<file path="src/logic/csr_defs.vh">
// register numbers, field positions, reset values and operation codes for the system register group
`ifndef CSR_DEFS_VH
`define CSR_DEFS_VH

// register numbers (register file addresses)
`define CSR_ADDR_TWIN_HI      8'he9
`define CSR_ADDR_PAGE_SEL     8'hea
`define CSR_ADDR_MODE         8'heb
`define CSR_ADDR_USP_HIGH     8'hec
`define CSR_ADDR_USP_LOW      8'hed
`define CSR_ADDR_SSP_HIGH     8'hee
`define CSR_ADDR_SSP_LOW      8'hef

// field masks of the pointer registers (forced-zero bits cleared)
`define CSR_TWIN_HI_MASK      8'hfc
`define CSR_PAGE_SEL_MASK     8'hfc
`define CSR_PTR_MODE_BIT      2

// mode register fields
`define CSR_MODE_RESET        8'he0
`define CSR_MODE_SYS_STK_BIT  7
`define CSR_MODE_USR_STK_BIT  6
`define CSR_MODE_OSC_HALF_DIVIDE_BIT     5
`define CSR_MODE_PRS_HI       4
`define CSR_MODE_PRS_LO       2
`define CSR_MODE_BRQ_BIT      1
`define CSR_MODE_FLOAT_BIT    0

// stack operation codes
`define CSR_STK_NONE          3'h0
`define CSR_STK_PUSH_B        3'h1
`define CSR_STK_PUSH_W        3'h2
`define CSR_STK_POP_B         3'h3
`define CSR_STK_POP_W         3'h4

// pointer instruction codes
`define CSR_PTR_NONE          2'h0
`define CSR_PTR_SINGLE        2'h1
`define CSR_PTR_TWIN_LOW      2'h2
`define CSR_PTR_TWIN_HIGH     2'h3

// sequencer states, one-hot
`define CSR_ST_IDLE           4'h1
`define CSR_ST_PC_LO          4'h2
`define CSR_ST_PC_HI          4'h4
`define CSR_ST_EXTRA          4'h8

`endif

</file>
<file path="src/logic/csr_stack_ptr.v">
// one 16-bit stack pointer pair with pre-decrement push and post-increment pop
`timescale 1ns/1ps
`default_nettype none
`include "csr_defs.vh"

module csr_stack_ptr (
    input  wire        clk,
    input  wire        rstn,
    input  wire        wr_hi,
    input  wire        wr_lo,
    input  wire [7:0]  wr_data,
    input  wire [2:0]  stk_op,
    input  wire        internal,
    output reg  [15:0] ptr_q,
    output reg  [15:0] addr_q
);

    // =====================================================================
    // next pointer and access address
    // =====================================================================
    reg  [15:0] ptr_d;
    reg  [15:0] addr_d;
    reg  [15:0] dec_val;

    // push decrements first and writes at the new value; pop reads the old value
    always @* begin
        dec_val = 16'h0000;
        ptr_d   = ptr_q;
        addr_d  = addr_q;
        case (stk_op)
            `CSR_STK_PUSH_B: begin
                dec_val = ptr_q - 16'h0001;
                ptr_d   = dec_val;
                addr_d  = dec_val;
            end
            `CSR_STK_PUSH_W: begin
                dec_val = ptr_q - 16'h0002;
                ptr_d   = dec_val;
                addr_d  = dec_val;
            end
            `CSR_STK_POP_B: begin
                addr_d  = ptr_q;
                ptr_d   = ptr_q + 16'h0001;
            end
            `CSR_STK_POP_W: begin
                addr_d  = ptr_q;
                ptr_d   = ptr_q + 16'h0002;
            end
            default: begin
                ptr_d   = ptr_q;
            end
        endcase
        // in-file stacks wrap in the low byte; the high byte stays put
        if (internal && stk_op != `CSR_STK_NONE) begin
            ptr_d[15:8]  = ptr_q[15:8];
            addr_d[15:8] = 8'h00;
        end
        if (wr_hi) begin
            ptr_d[15:8] = wr_data;
        end
        if (wr_lo) begin
            ptr_d[7:0] = wr_data;
        end
    end

    // no defined value is promised, zero keeps simulation clean
    always @(posedge clk or negedge rstn) begin
        if (!rstn) begin
            ptr_q  <= 16'h0000;
            addr_q <= 16'h0000;
        end else begin
            ptr_q  <= ptr_d;
            addr_q <= addr_d;
        end
    end

endmodule // csr_stack_ptr
`default_nettype wire

</file>
<file path="src/logic/csr_sys_regs.v">
// system register group: twin pointer, page select, mode register, stack pointers
//
// Operation
// - twin pointer bits 7:3 hold block
// - pointer mode bit: twin sets, single clears
// - twin pointer bits 1:0 read zero
// - page select maps page into group F
// - page number in bits 7:2, 1:0 zero
// - page select never pushed on interrupt
// - mode bit 7: system stack location
// - mode bit 6: user stack location
// - mode bit 5 halves oscillator input
// - mode bits 4:2 prescale core clock 1-8
// - mode bit 1 enables bus request
// - mode bit 0 floats external bus lines
// - float leaves general I/O lines alone
// - push pre-decrements, pop post-increments pointer
// - pop leaves stack contents unchanged
// - interrupt pushes pc, flags, maybe segment
// - near call pushes pc, segment call both
// - user variant selects user stack pointer
// - in-file stack uses low byte only
// - system stack pointer at 238 and 239
`timescale 1ns/1ps
`default_nettype none
`include "csr_defs.vh"

module csr_sys_regs (
    input  wire        clk,
    input  wire        rstn,
    // register access from the instruction executor
    input  wire        reg_wr,
    input  wire        reg_rd,
    input  wire [7:0]  reg_addr,
    input  wire [7:0]  reg_wdata,
    output reg  [7:0]  reg_rdata_q,
    output reg         reg_hit_q,
    // pointer instructions
    input  wire [1:0]  ptr_instr,
    input  wire [4:0]  ptr_block,
    input  wire        set_page_instr,
    input  wire [5:0]  page_arg,
    // stack instructions
    input  wire        push_req,
    input  wire        pop_req,
    input  wire        stk_word,
    input  wire        stk_user,
    // automatic stacking sequences
    input  wire        irq_entry,
    input  wire        near_call,
    input  wire        seg_call,
    input  wire        code_segment_save_enable,
    input  wire [15:0] pc_value,
    input  wire [7:0]  flag_value,
    input  wire [7:0]  code_segment_reg,
    // stack memory side
    output reg         stk_we_q,
    output reg         stk_re_q,
    output reg         stk_in_file_q,
    output reg  [15:0] stk_addr_q,
    output reg  [7:0]  stk_wdata_q,
    output reg         seq_busy_q,
    // mode outputs
    output reg  [4:0]  block_number_field_q,
    output reg         pointer_mode_select_q,
    output reg  [5:0]  page_number_field_q,
    output reg         osc_half_divide_q,
    output reg  [2:0]  core_clock_prescale_q,
    output reg         bus_request_grant_q,
    output reg  [7:0]  port_oe_q,
    output reg         strobe_oe_q,
    // pins and port configuration
    input  wire        bus_request_pin_n,
    input  wire        bus_request_present,
    input  wire [7:0]  port_is_address,
    input  wire [7:0]  port_drive_req,
    input  wire        strobe_drive_req
);

    // =====================================================================
    // synchronisers for the pin
    // =====================================================================
    reg        bus_request_pin_s1_q;
    reg        bus_request_pin_s2_q;

    always @(posedge clk or negedge rstn) begin
        if (!rstn) begin
            bus_request_pin_s1_q <= 1'b1;
            bus_request_pin_s2_q <= 1'b1;
        end else begin
            bus_request_pin_s1_q <= bus_request_pin_n;
            bus_request_pin_s2_q <= bus_request_pin_s1_q;
        end
    end

    // =====================================================================
    // stored registers
    // =====================================================================
    reg  [7:0] twin_pointer_high_block_q;
    reg  [7:0] peripheral_page_select_q;
    reg  [7:0] core_operating_mode_q;

    wire wr_twin = reg_wr && (reg_addr == `CSR_ADDR_TWIN_HI);
    wire wr_page = reg_wr && (reg_addr == `CSR_ADDR_PAGE_SEL);
    wire wr_mode = reg_wr && (reg_addr == `CSR_ADDR_MODE);
    wire wr_usph = reg_wr && (reg_addr == `CSR_ADDR_USP_HIGH);
    wire wr_uspl = reg_wr && (reg_addr == `CSR_ADDR_USP_LOW);
    wire wr_ssph = reg_wr && (reg_addr == `CSR_ADDR_SSP_HIGH);
    wire wr_sspl = reg_wr && (reg_addr == `CSR_ADDR_SSP_LOW);

    // instructions beat a plain register write in the same cycle
    always @(posedge clk or negedge rstn) begin
        if (!rstn) begin
            twin_pointer_high_block_q <= 8'h00;
            peripheral_page_select_q  <= 8'h00;
            core_operating_mode_q     <= `CSR_MODE_RESET;
        end else begin
            if (ptr_instr == `CSR_PTR_TWIN_HIGH) begin
                twin_pointer_high_block_q <= {ptr_block, 3'h4};
            end else if (ptr_instr == `CSR_PTR_TWIN_LOW) begin
                twin_pointer_high_block_q[`CSR_PTR_MODE_BIT] <= 1'b1;
            end else if (ptr_instr == `CSR_PTR_SINGLE) begin
                twin_pointer_high_block_q[`CSR_PTR_MODE_BIT] <= 1'b0;
            end else if (wr_twin) begin
                twin_pointer_high_block_q <= reg_wdata & `CSR_TWIN_HI_MASK;
            end
            // page select stays until changed; nothing here saves it
            if (set_page_instr) begin
                peripheral_page_select_q <= {page_arg, 2'h0};
            end else if (wr_page) begin
                peripheral_page_select_q <= reg_wdata & `CSR_PAGE_SEL_MASK;
            end
            if (wr_mode) begin
                core_operating_mode_q <= reg_wdata;
            end
        end
    end

    wire sys_internal = core_operating_mode_q[`CSR_MODE_SYS_STK_BIT];
    wire usr_internal = core_operating_mode_q[`CSR_MODE_USR_STK_BIT];

    // =====================================================================
    // automatic stacking sequencer
    // =====================================================================
    // pushes go low byte first so a word lands high byte at lower address
    reg  [3:0] state_q;
    reg  [3:0] state_d;
    reg        extra_q;
    reg  [7:0] extra_data_q;
    reg  [15:0] pc_hold_q;

    wire start_irq  = irq_entry && (state_q == `CSR_ST_IDLE);
    wire start_call = (near_call || seg_call) && (state_q == `CSR_ST_IDLE) && !irq_entry;

    always @* begin
        state_d = state_q;
        case (state_q)
            `CSR_ST_IDLE: begin
                if (start_irq || start_call) begin
                    state_d = `CSR_ST_PC_LO;
                end
            end
            `CSR_ST_PC_LO: begin
                state_d = `CSR_ST_PC_HI;
            end
            `CSR_ST_PC_HI: begin
                state_d = extra_q ? `CSR_ST_EXTRA : `CSR_ST_IDLE;
            end
            `CSR_ST_EXTRA: begin
                state_d = seg_pending_q ? `CSR_ST_EXTRA : `CSR_ST_IDLE;
            end
            default: begin
                state_d = `CSR_ST_IDLE;
            end
        endcase
    end

    // the extra byte is flags on interrupt, plus segment when asked, or segment on a segment call; kept one byte wide each
    reg        seg_pending_q;
    always @(posedge clk or negedge rstn) begin
        if (!rstn) begin
            state_q       <= `CSR_ST_IDLE;
            extra_q       <= 1'b0;
            extra_data_q  <= 8'h00;
            pc_hold_q     <= 16'h0000;
            seg_pending_q <= 1'b0;
        end else begin
            state_q <= state_d;
            if (start_irq) begin
                pc_hold_q     <= pc_value;
                extra_q       <= 1'b1;
                extra_data_q  <= flag_value;
                seg_pending_q <= code_segment_save_enable;
            end else if (start_call) begin
                pc_hold_q     <= pc_value;
                extra_q       <= seg_call;
                extra_data_q  <= code_segment_reg;
                seg_pending_q <= 1'b0;
            end else if (state_q == `CSR_ST_EXTRA && seg_pending_q) begin
                // one more pass for the segment byte after the flags
                extra_data_q  <= code_segment_reg;
                seg_pending_q <= 1'b0;
            end
            if (state_q == `CSR_ST_PC_HI && !extra_q) begin
                extra_q <= 1'b0;
            end
        end
    end

    wire seg_again = (state_q == `CSR_ST_EXTRA) && seg_pending_q;
    wire seq_push  = (state_q != `CSR_ST_IDLE) || seg_again;

    // =====================================================================
    // stack pointer pairs
    // =====================================================================
    reg  [2:0] sys_op;
    reg  [2:0] usr_op;
    reg  [7:0] push_byte;

    // explicit instructions for either stack are dropped, not held, while the sequencer pushes
    always @* begin
        sys_op    = `CSR_STK_NONE;
        usr_op    = `CSR_STK_NONE;
        push_byte = reg_wdata;
        if (seq_push) begin
            sys_op = `CSR_STK_PUSH_B;
            case (state_q)
                `CSR_ST_PC_LO: push_byte = pc_hold_q[7:0];
                `CSR_ST_PC_HI: push_byte = pc_hold_q[15:8];
                `CSR_ST_EXTRA: push_byte = extra_data_q;
                default:       push_byte = extra_data_q;
            endcase
        end else if (push_req) begin
            if (stk_user) begin
                usr_op = stk_word ? `CSR_STK_PUSH_W : `CSR_STK_PUSH_B;
            end else begin
                sys_op = stk_word ? `CSR_STK_PUSH_W : `CSR_STK_PUSH_B;
            end
        end else if (pop_req) begin
            if (stk_user) begin
                usr_op = stk_word ? `CSR_STK_POP_W : `CSR_STK_POP_B;
            end else begin
                sys_op = stk_word ? `CSR_STK_POP_W : `CSR_STK_POP_B;
            end
        end
    end

    wire [15:0] ssp_val;
    wire [15:0] ssp_addr;
    wire [15:0] usp_val;
    wire [15:0] usp_addr;

    csr_stack_ptr u_sys_ptr (
        .clk      (clk),
        .rstn     (rstn),
        .wr_hi    (wr_ssph),
        .wr_lo    (wr_sspl),
        .wr_data  (reg_wdata),
        .stk_op   (sys_op),
        .internal (sys_internal),
        .ptr_q    (ssp_val),
        .addr_q   (ssp_addr)
    );

    csr_stack_ptr u_usr_ptr (
        .clk      (clk),
        .rstn     (rstn),
        .wr_hi    (wr_usph),
        .wr_lo    (wr_uspl),
        .wr_data  (reg_wdata),
        .stk_op   (usr_op),
        .internal (usr_internal),
        .ptr_q    (usp_val),
        .addr_q   (usp_addr)
    );

    // =====================================================================
    // stack memory strobes, aligned with the pointer address register
    // =====================================================================
    reg        use_user_q;
    // a pop only reads; nothing ever clears the vacated locations
    always @(posedge clk or negedge rstn) begin
        if (!rstn) begin
            stk_we_q      <= 1'b0;
            stk_re_q      <= 1'b0;
            stk_wdata_q   <= 8'h00;
            use_user_q    <= 1'b0;
            stk_in_file_q <= 1'b1;
            seq_busy_q    <= 1'b0;
        end else begin
            stk_we_q      <= (sys_op == `CSR_STK_PUSH_B) || (sys_op == `CSR_STK_PUSH_W)
                           || (usr_op == `CSR_STK_PUSH_B) || (usr_op == `CSR_STK_PUSH_W);
            stk_re_q      <= (sys_op == `CSR_STK_POP_B) || (sys_op == `CSR_STK_POP_W)
                           || (usr_op == `CSR_STK_POP_B) || (usr_op == `CSR_STK_POP_W);
            stk_wdata_q   <= push_byte;
            use_user_q    <= (usr_op != `CSR_STK_NONE);
            stk_in_file_q <= (usr_op != `CSR_STK_NONE) ? usr_internal : sys_internal;
            seq_busy_q    <= (state_d != `CSR_ST_IDLE) || seg_again;
        end
    end

    always @* begin
        stk_addr_q = use_user_q ? usp_addr : ssp_addr;
    end

    // =====================================================================
    // read path
    // =====================================================================
    reg  [7:0] rd_d;
    reg        hit_d;
    always @* begin
        hit_d = 1'b1;
        case (reg_addr)
            `CSR_ADDR_TWIN_HI:  rd_d = twin_pointer_high_block_q & `CSR_TWIN_HI_MASK;
            `CSR_ADDR_PAGE_SEL: rd_d = peripheral_page_select_q & `CSR_PAGE_SEL_MASK;
            `CSR_ADDR_MODE:     rd_d = core_operating_mode_q;
            `CSR_ADDR_USP_HIGH: rd_d = usp_val[15:8];
            `CSR_ADDR_USP_LOW:  rd_d = usp_val[7:0];
            `CSR_ADDR_SSP_HIGH: rd_d = ssp_val[15:8];
            `CSR_ADDR_SSP_LOW:  rd_d = ssp_val[7:0];
            default: begin
                rd_d  = 8'h00;
                hit_d = 1'b0;
            end
        endcase
    end

    // =====================================================================
    // control outputs
    // =====================================================================
    // address lines float only when the float bit is set; i/o lines keep drive
    always @(posedge clk or negedge rstn) begin
        if (!rstn) begin
            reg_rdata_q           <= 8'h00;
            reg_hit_q             <= 1'b0;
            block_number_field_q  <= 5'h00;
            pointer_mode_select_q <= 1'b0;
            page_number_field_q   <= 6'h00;
            osc_half_divide_q     <= 1'b1;
            core_clock_prescale_q <= 3'h0;
            bus_request_grant_q   <= 1'b0;
            port_oe_q             <= 8'h00;
            strobe_oe_q           <= 1'b0;
        end else begin
            reg_rdata_q           <= reg_rd ? rd_d : 8'h00;
            reg_hit_q             <= reg_rd && hit_d;
            block_number_field_q  <= twin_pointer_high_block_q[7:3];
            pointer_mode_select_q <= twin_pointer_high_block_q[`CSR_PTR_MODE_BIT];
            page_number_field_q   <= peripheral_page_select_q[7:2];
            osc_half_divide_q     <= core_operating_mode_q[`CSR_MODE_OSC_HALF_DIVIDE_BIT];
            core_clock_prescale_q <= core_operating_mode_q[`CSR_MODE_PRS_HI:`CSR_MODE_PRS_LO];
            bus_request_grant_q   <= core_operating_mode_q[`CSR_MODE_BRQ_BIT]
                                   && bus_request_present && !bus_request_pin_s2_q;
            if (core_operating_mode_q[`CSR_MODE_FLOAT_BIT]) begin
                port_oe_q   <= port_drive_req & ~port_is_address;
                strobe_oe_q <= 1'b0;
            end else begin
                port_oe_q   <= port_drive_req;
                strobe_oe_q <= strobe_drive_req;
            end
        end
    end

endmodule // csr_sys_regs
`default_nettype wire

</file>
<file path="config.mk">
export PLATFORM = sky130hd
export DESIGN_NAME = csr_sys_regs
export DESIGN_NICKNAME = d
export VERILOG_FILES = /design/src/logic/csr_stack_ptr.v /design/src/logic/csr_sys_regs.v
export VERILOG_INCLUDE_DIRS = /design/src /design/src/logic
export SDC_FILE = /design/constraint.sdc
export NUM_CORES = 1
export LEC_CHECK = 0
export ABC_AREA = 1
export BUFFER_PORTS_ARGS = -buffer_cell sky130_fd_sc_hd__buf_4
export CAP_MARGIN = 10
export CORE_MARGIN = 2
export CORE_UTILIZATION = 47
export DETAILED_ROUTE_END_ITERATION = 16
export GPL_TIMING_DRIVEN = 0
export HOLD_SLACK_MARGIN = 0.06
export PLACE_DENSITY_LB_ADDON = 0.25
export SLEW_MARGIN = 20
export SYNTH_ARGS = -nofsm -noshare
export SYNTH_HDL_FRONTEND = slang
export SYNTH_HIERARCHICAL = 1
export SYNTH_SLANG_ARGS = --single-unit
</file>
<file path="constraint.sdc">
create_clock -name clk -period 2.24 [get_ports clk]
set_input_delay 0.112 -clock clk [delete_from_list [all_inputs] [get_ports clk]]
set_output_delay 0.112 -clock clk [all_outputs]
set_load 0.05 [all_outputs]
</file>
==> impl_metrics.ini <==
[cells_and_area]
instances_no_fill = 2298
layout.nets = 2072
area_delta_synth_final_pct = 38.8
utilization_pct = 66.5
drive_gt1_share_pct = 26.4

[clocking]
clock-sinks = 164
cts_tree = built
cts_root_buf = clkbuf_16
h-tree-depth = 4
cts_buffers = 17
path_clk_slew_ns = 0.07
cts.path.max_buffers = 2
clk-insertion-delay-late_ns = 0.43

[floorplan]
start_util_pct = 47.9
die_area_um2 = 25200
die_h_um = 159
die_x_um = 159
rows = 56
ios = 156
core_um2 = 23500

[sta]
rsz0062_at_grt = true
fmax_ghz = 0.388
fin_crit_sh_pct = 115
fin_ws_ns = -0.338
period_needed_ns = 2.58
setup_violations = 59
finalMaxSlewViolations = 0
slew_headroom_pct = 52.6
hold_viol_final = 0
skew_ns = 0.0105
finalSetupTns_ns = -5.71
tightest_slew_ns = 0.707
hold_ws_ns = 0.0782

[synthesis]
syn_avg_cell_area_um2 = 6.83
yosysWarnings = 6
synth_top_area_cell = dfrtp_1
yosysMostFrequentCell = nand2_1
yosys.cell_types.count = 50
ys_seq_area_share_pct = 36.6
ys_seq_elements = 164
synthArstFlopShare_pct = 100
syn_inst = 1647
synth.area.top_cells = dfrtp_1 35%, nand2_1 17%, nand3_1 9.8%, nor2_1 6.0%, inv_1 4.3%
ys.flop_type = dfrtp_1
syn_area_um2 = 11200
synth_edf_count = 0
syn-num-nets = 1754
synth_common_cells = 501 x nand2_1, 220 x nand3_1, 180 x nor2_1
yosysTopAreaCellShare_pct = 34.7

[power]
p_seq_share_pct = 25.4
clockPowerShare_pct = 16.4
power_frac_comb_pct = 58.1
p_int_w = 0.00943
switching_share_pct = 50.1
p_per_area_nw_per_um2 = 1210
ir_drop_mv = 0.841
leakage_nw = 7.71
power.switching_w = 0.00947

[drt]
viasPerCell = 5.73
routed_wl_um = 43200
dr.first_iter.drc_count = 1470
vias = 13164
drcViolationCount = 0
ant_nets = 0
routedWlPerCell_um = 18.8
first_pass_iters = 6

[global_routing]
grt_pass1_vias = 12373
grt_pass1_wl_um = 64300
grt_usage_pct = 33.3
antenna_found_initial = 0
grt_max_degree = 84
grt.overflow.total = 0

[run_status]
status = finished, violations left
violations = setup timing

[worst_setup_path]
cp.arrival_ns = 2.94
startpoint_type = flip-flop
ff2ff_setup_slack_ns = -0.34
end_kind = flip-flop
worstPathRequired_ns = 2.60
crit_fanout = 7
crit_type = flip-flop to flip-flop

[placement]
place_ws_ns = -0.616
dp_cells = 2122
portBuffers = 155
place_congestion = 1.00
hpwl_um = 28500

[job]
drv_cap = 0

[hold_path]
hold_path_class = input pin to flip-flop
layout make-up:
class / count / area (µm²)
clock buffers: 17 / 425
diodes: 1 / 2.50
inverters: 151 / 606
well taps: 319 / 399
clock inverters: 15 / 185
flip-flops and latches: 164 / 4120
repair inverters: 1 / 7.51
fillers: 1920 / 7860
multi-input cells: 1269 / 6770
plain buffers: 62 / 467
repair buffers: 299 / 2630
power groups by stage:
stage / Sequential [W] / Combinational (W) / Clock [W]
CTS: 0.00473 / 0.00990 / 0.00314
floorplan: 0.00490 / 0.00611 / 0
global route: 0.00487 / 0.0118 / 0.00327
global placement: 0.00477 / 0.00877 / 0
detailed placement: 0.00476 / 0.00894 / 0
finish: 0.00480 / 0.0110 / 0.00311
metrics by stage:
step | total power, W | cell area, µm²
floorplan | 0.0110 | 11300
global placement | 0.0135 | 12800
detailed placement | 0.0137 | 12900
CTS | 0.0178 | 15100
global route | 0.0199 | 15600
finish | 0.0189 | 15600
cell usage in the layout (no fill, tap or decap), types with 8 or more instances in the layout:
master	instances
nand2_1	491
buf_4	205
nand3_1	199
nor2_1	171
dfrtp_1	155
inv_1	117
dlygate4sd3_1	87
o21ai_0	49
a21oi_1	44
o21ai_1	37
nor2_2	32
buf_2	29
o21ai_2	26
inv_2	21
clkbuf_16	18
nand4_1	17
buf_6	17
nand3_2	17
mux2_2	16
nand2_2	15
o211ai_1	15
nor2_4	14
ha_1	13
a31oi_1	11
nand3_4	10
a21oi_2	9
nand2_4	8
a41oi_1	8
a21boi_0	8
dfstp_2	8
nor3_1	8
routing by layer:
| metal | vias up | share of wire [%] | track usage (%) |
|---|---|---|---|
| li1 | 6057 | - | - |
| met1 | 6076 | 39 | 41.1 |
| met2 | 843 | 45 | 55.7 |
| met3 | 188 | 11 | 7.92 |
| met4 | 0 | 5.0 | 14.7 |
| met5 | - | 0 | 0 |
worst max-delay path: stages (launching register included):
cell     delay (ns)
dfstp_2        0.54
inv_2          0.05
nor2_4         0.09
nand2_4        0.08
buf_12         0.16
nor3_4         0.25
nand3_4        0.20
buf_4          0.19
buf_4          0.16
nor2_1         0.15
o21ai_0        0.15
o21ai_0        0.17
nor2_1         0.10
nand3_2        0.08
nand2_1        0.06
o21ai_1        0.07
worst paths after layout:
kind / end / depth (start not counted) / startpoint
worst min-delay path: peripheral_page_select_q[4]$_DFFE_PN0P_ / 3 / reg_wdata[4]
max in group asynchronous: state_q[0]$_DFF_PN1_ / 3 / rstn
worst max register to register: u_sys_ptr/ptr_q[5]$_DFFE_PN0P_ / 15 / state_q[0]$_DFF_PN1_
min in group asynchronous: twin_pointer_high_block_q[3]$_DFFE_PN0P_ / 2 / rstn
worst max-delay path: u_sys_ptr/ptr_q[5]$_DFFE_PN0P_ / 15 / state_q[0]$_DFF_PN1_
worst min register to register: bus_request_pin_s2_q$_DFF_PN1_ / 0 / bus_request_pin_s1_q$_DFF_PN1_
cells by family after synthesis:
kind of cell / after synthesis / synth area share (%)
adder cells (fa/ha/maj): 14 / 1.56
AO/OA/AOI/OAI: 236 / 12.3
AND/OR/NAND/NOR: 999 / 39.1
XOR/XNOR: 4 / 0.312
multiplexers: 16 / 1.60
flip-flops: 164 / 36.6
buffers and inverters: 214 / 8.56
registers in the layout, summed over array words and instances (netlist names), 3 cells and up:
register	flops
reg_rdata_q	8
page_number_field_q	6
core_operating_mode_q	8
core_clock_prescale_q	3
twin_pointer_high_block_q	6
pc_hold_q	16
u_usr_ptr/addr_q	16
u_usr_ptr/ptr_q	16
block_number_field_q	5
peripheral_page_select_q	6
extra_data_q	8
port_oe_q	8
state_q	4
u_sys_ptr/ptr_q	16
stk_wdata_q	8
u_sys_ptr/addr_q	16
what timing repair did:
item / CTS / global route
gates resized for setup: 107 / 99
hold buffers: 87 / 0
setup buffers: 34 / 18
pin swaps: 36 / 53
endpoints found under the setup margin: 62 / 63
cloned: 4 / 1
endpoints found under the hold margin: 140 / 0
No activity file was read; power rests on OpenSTA's default activity.
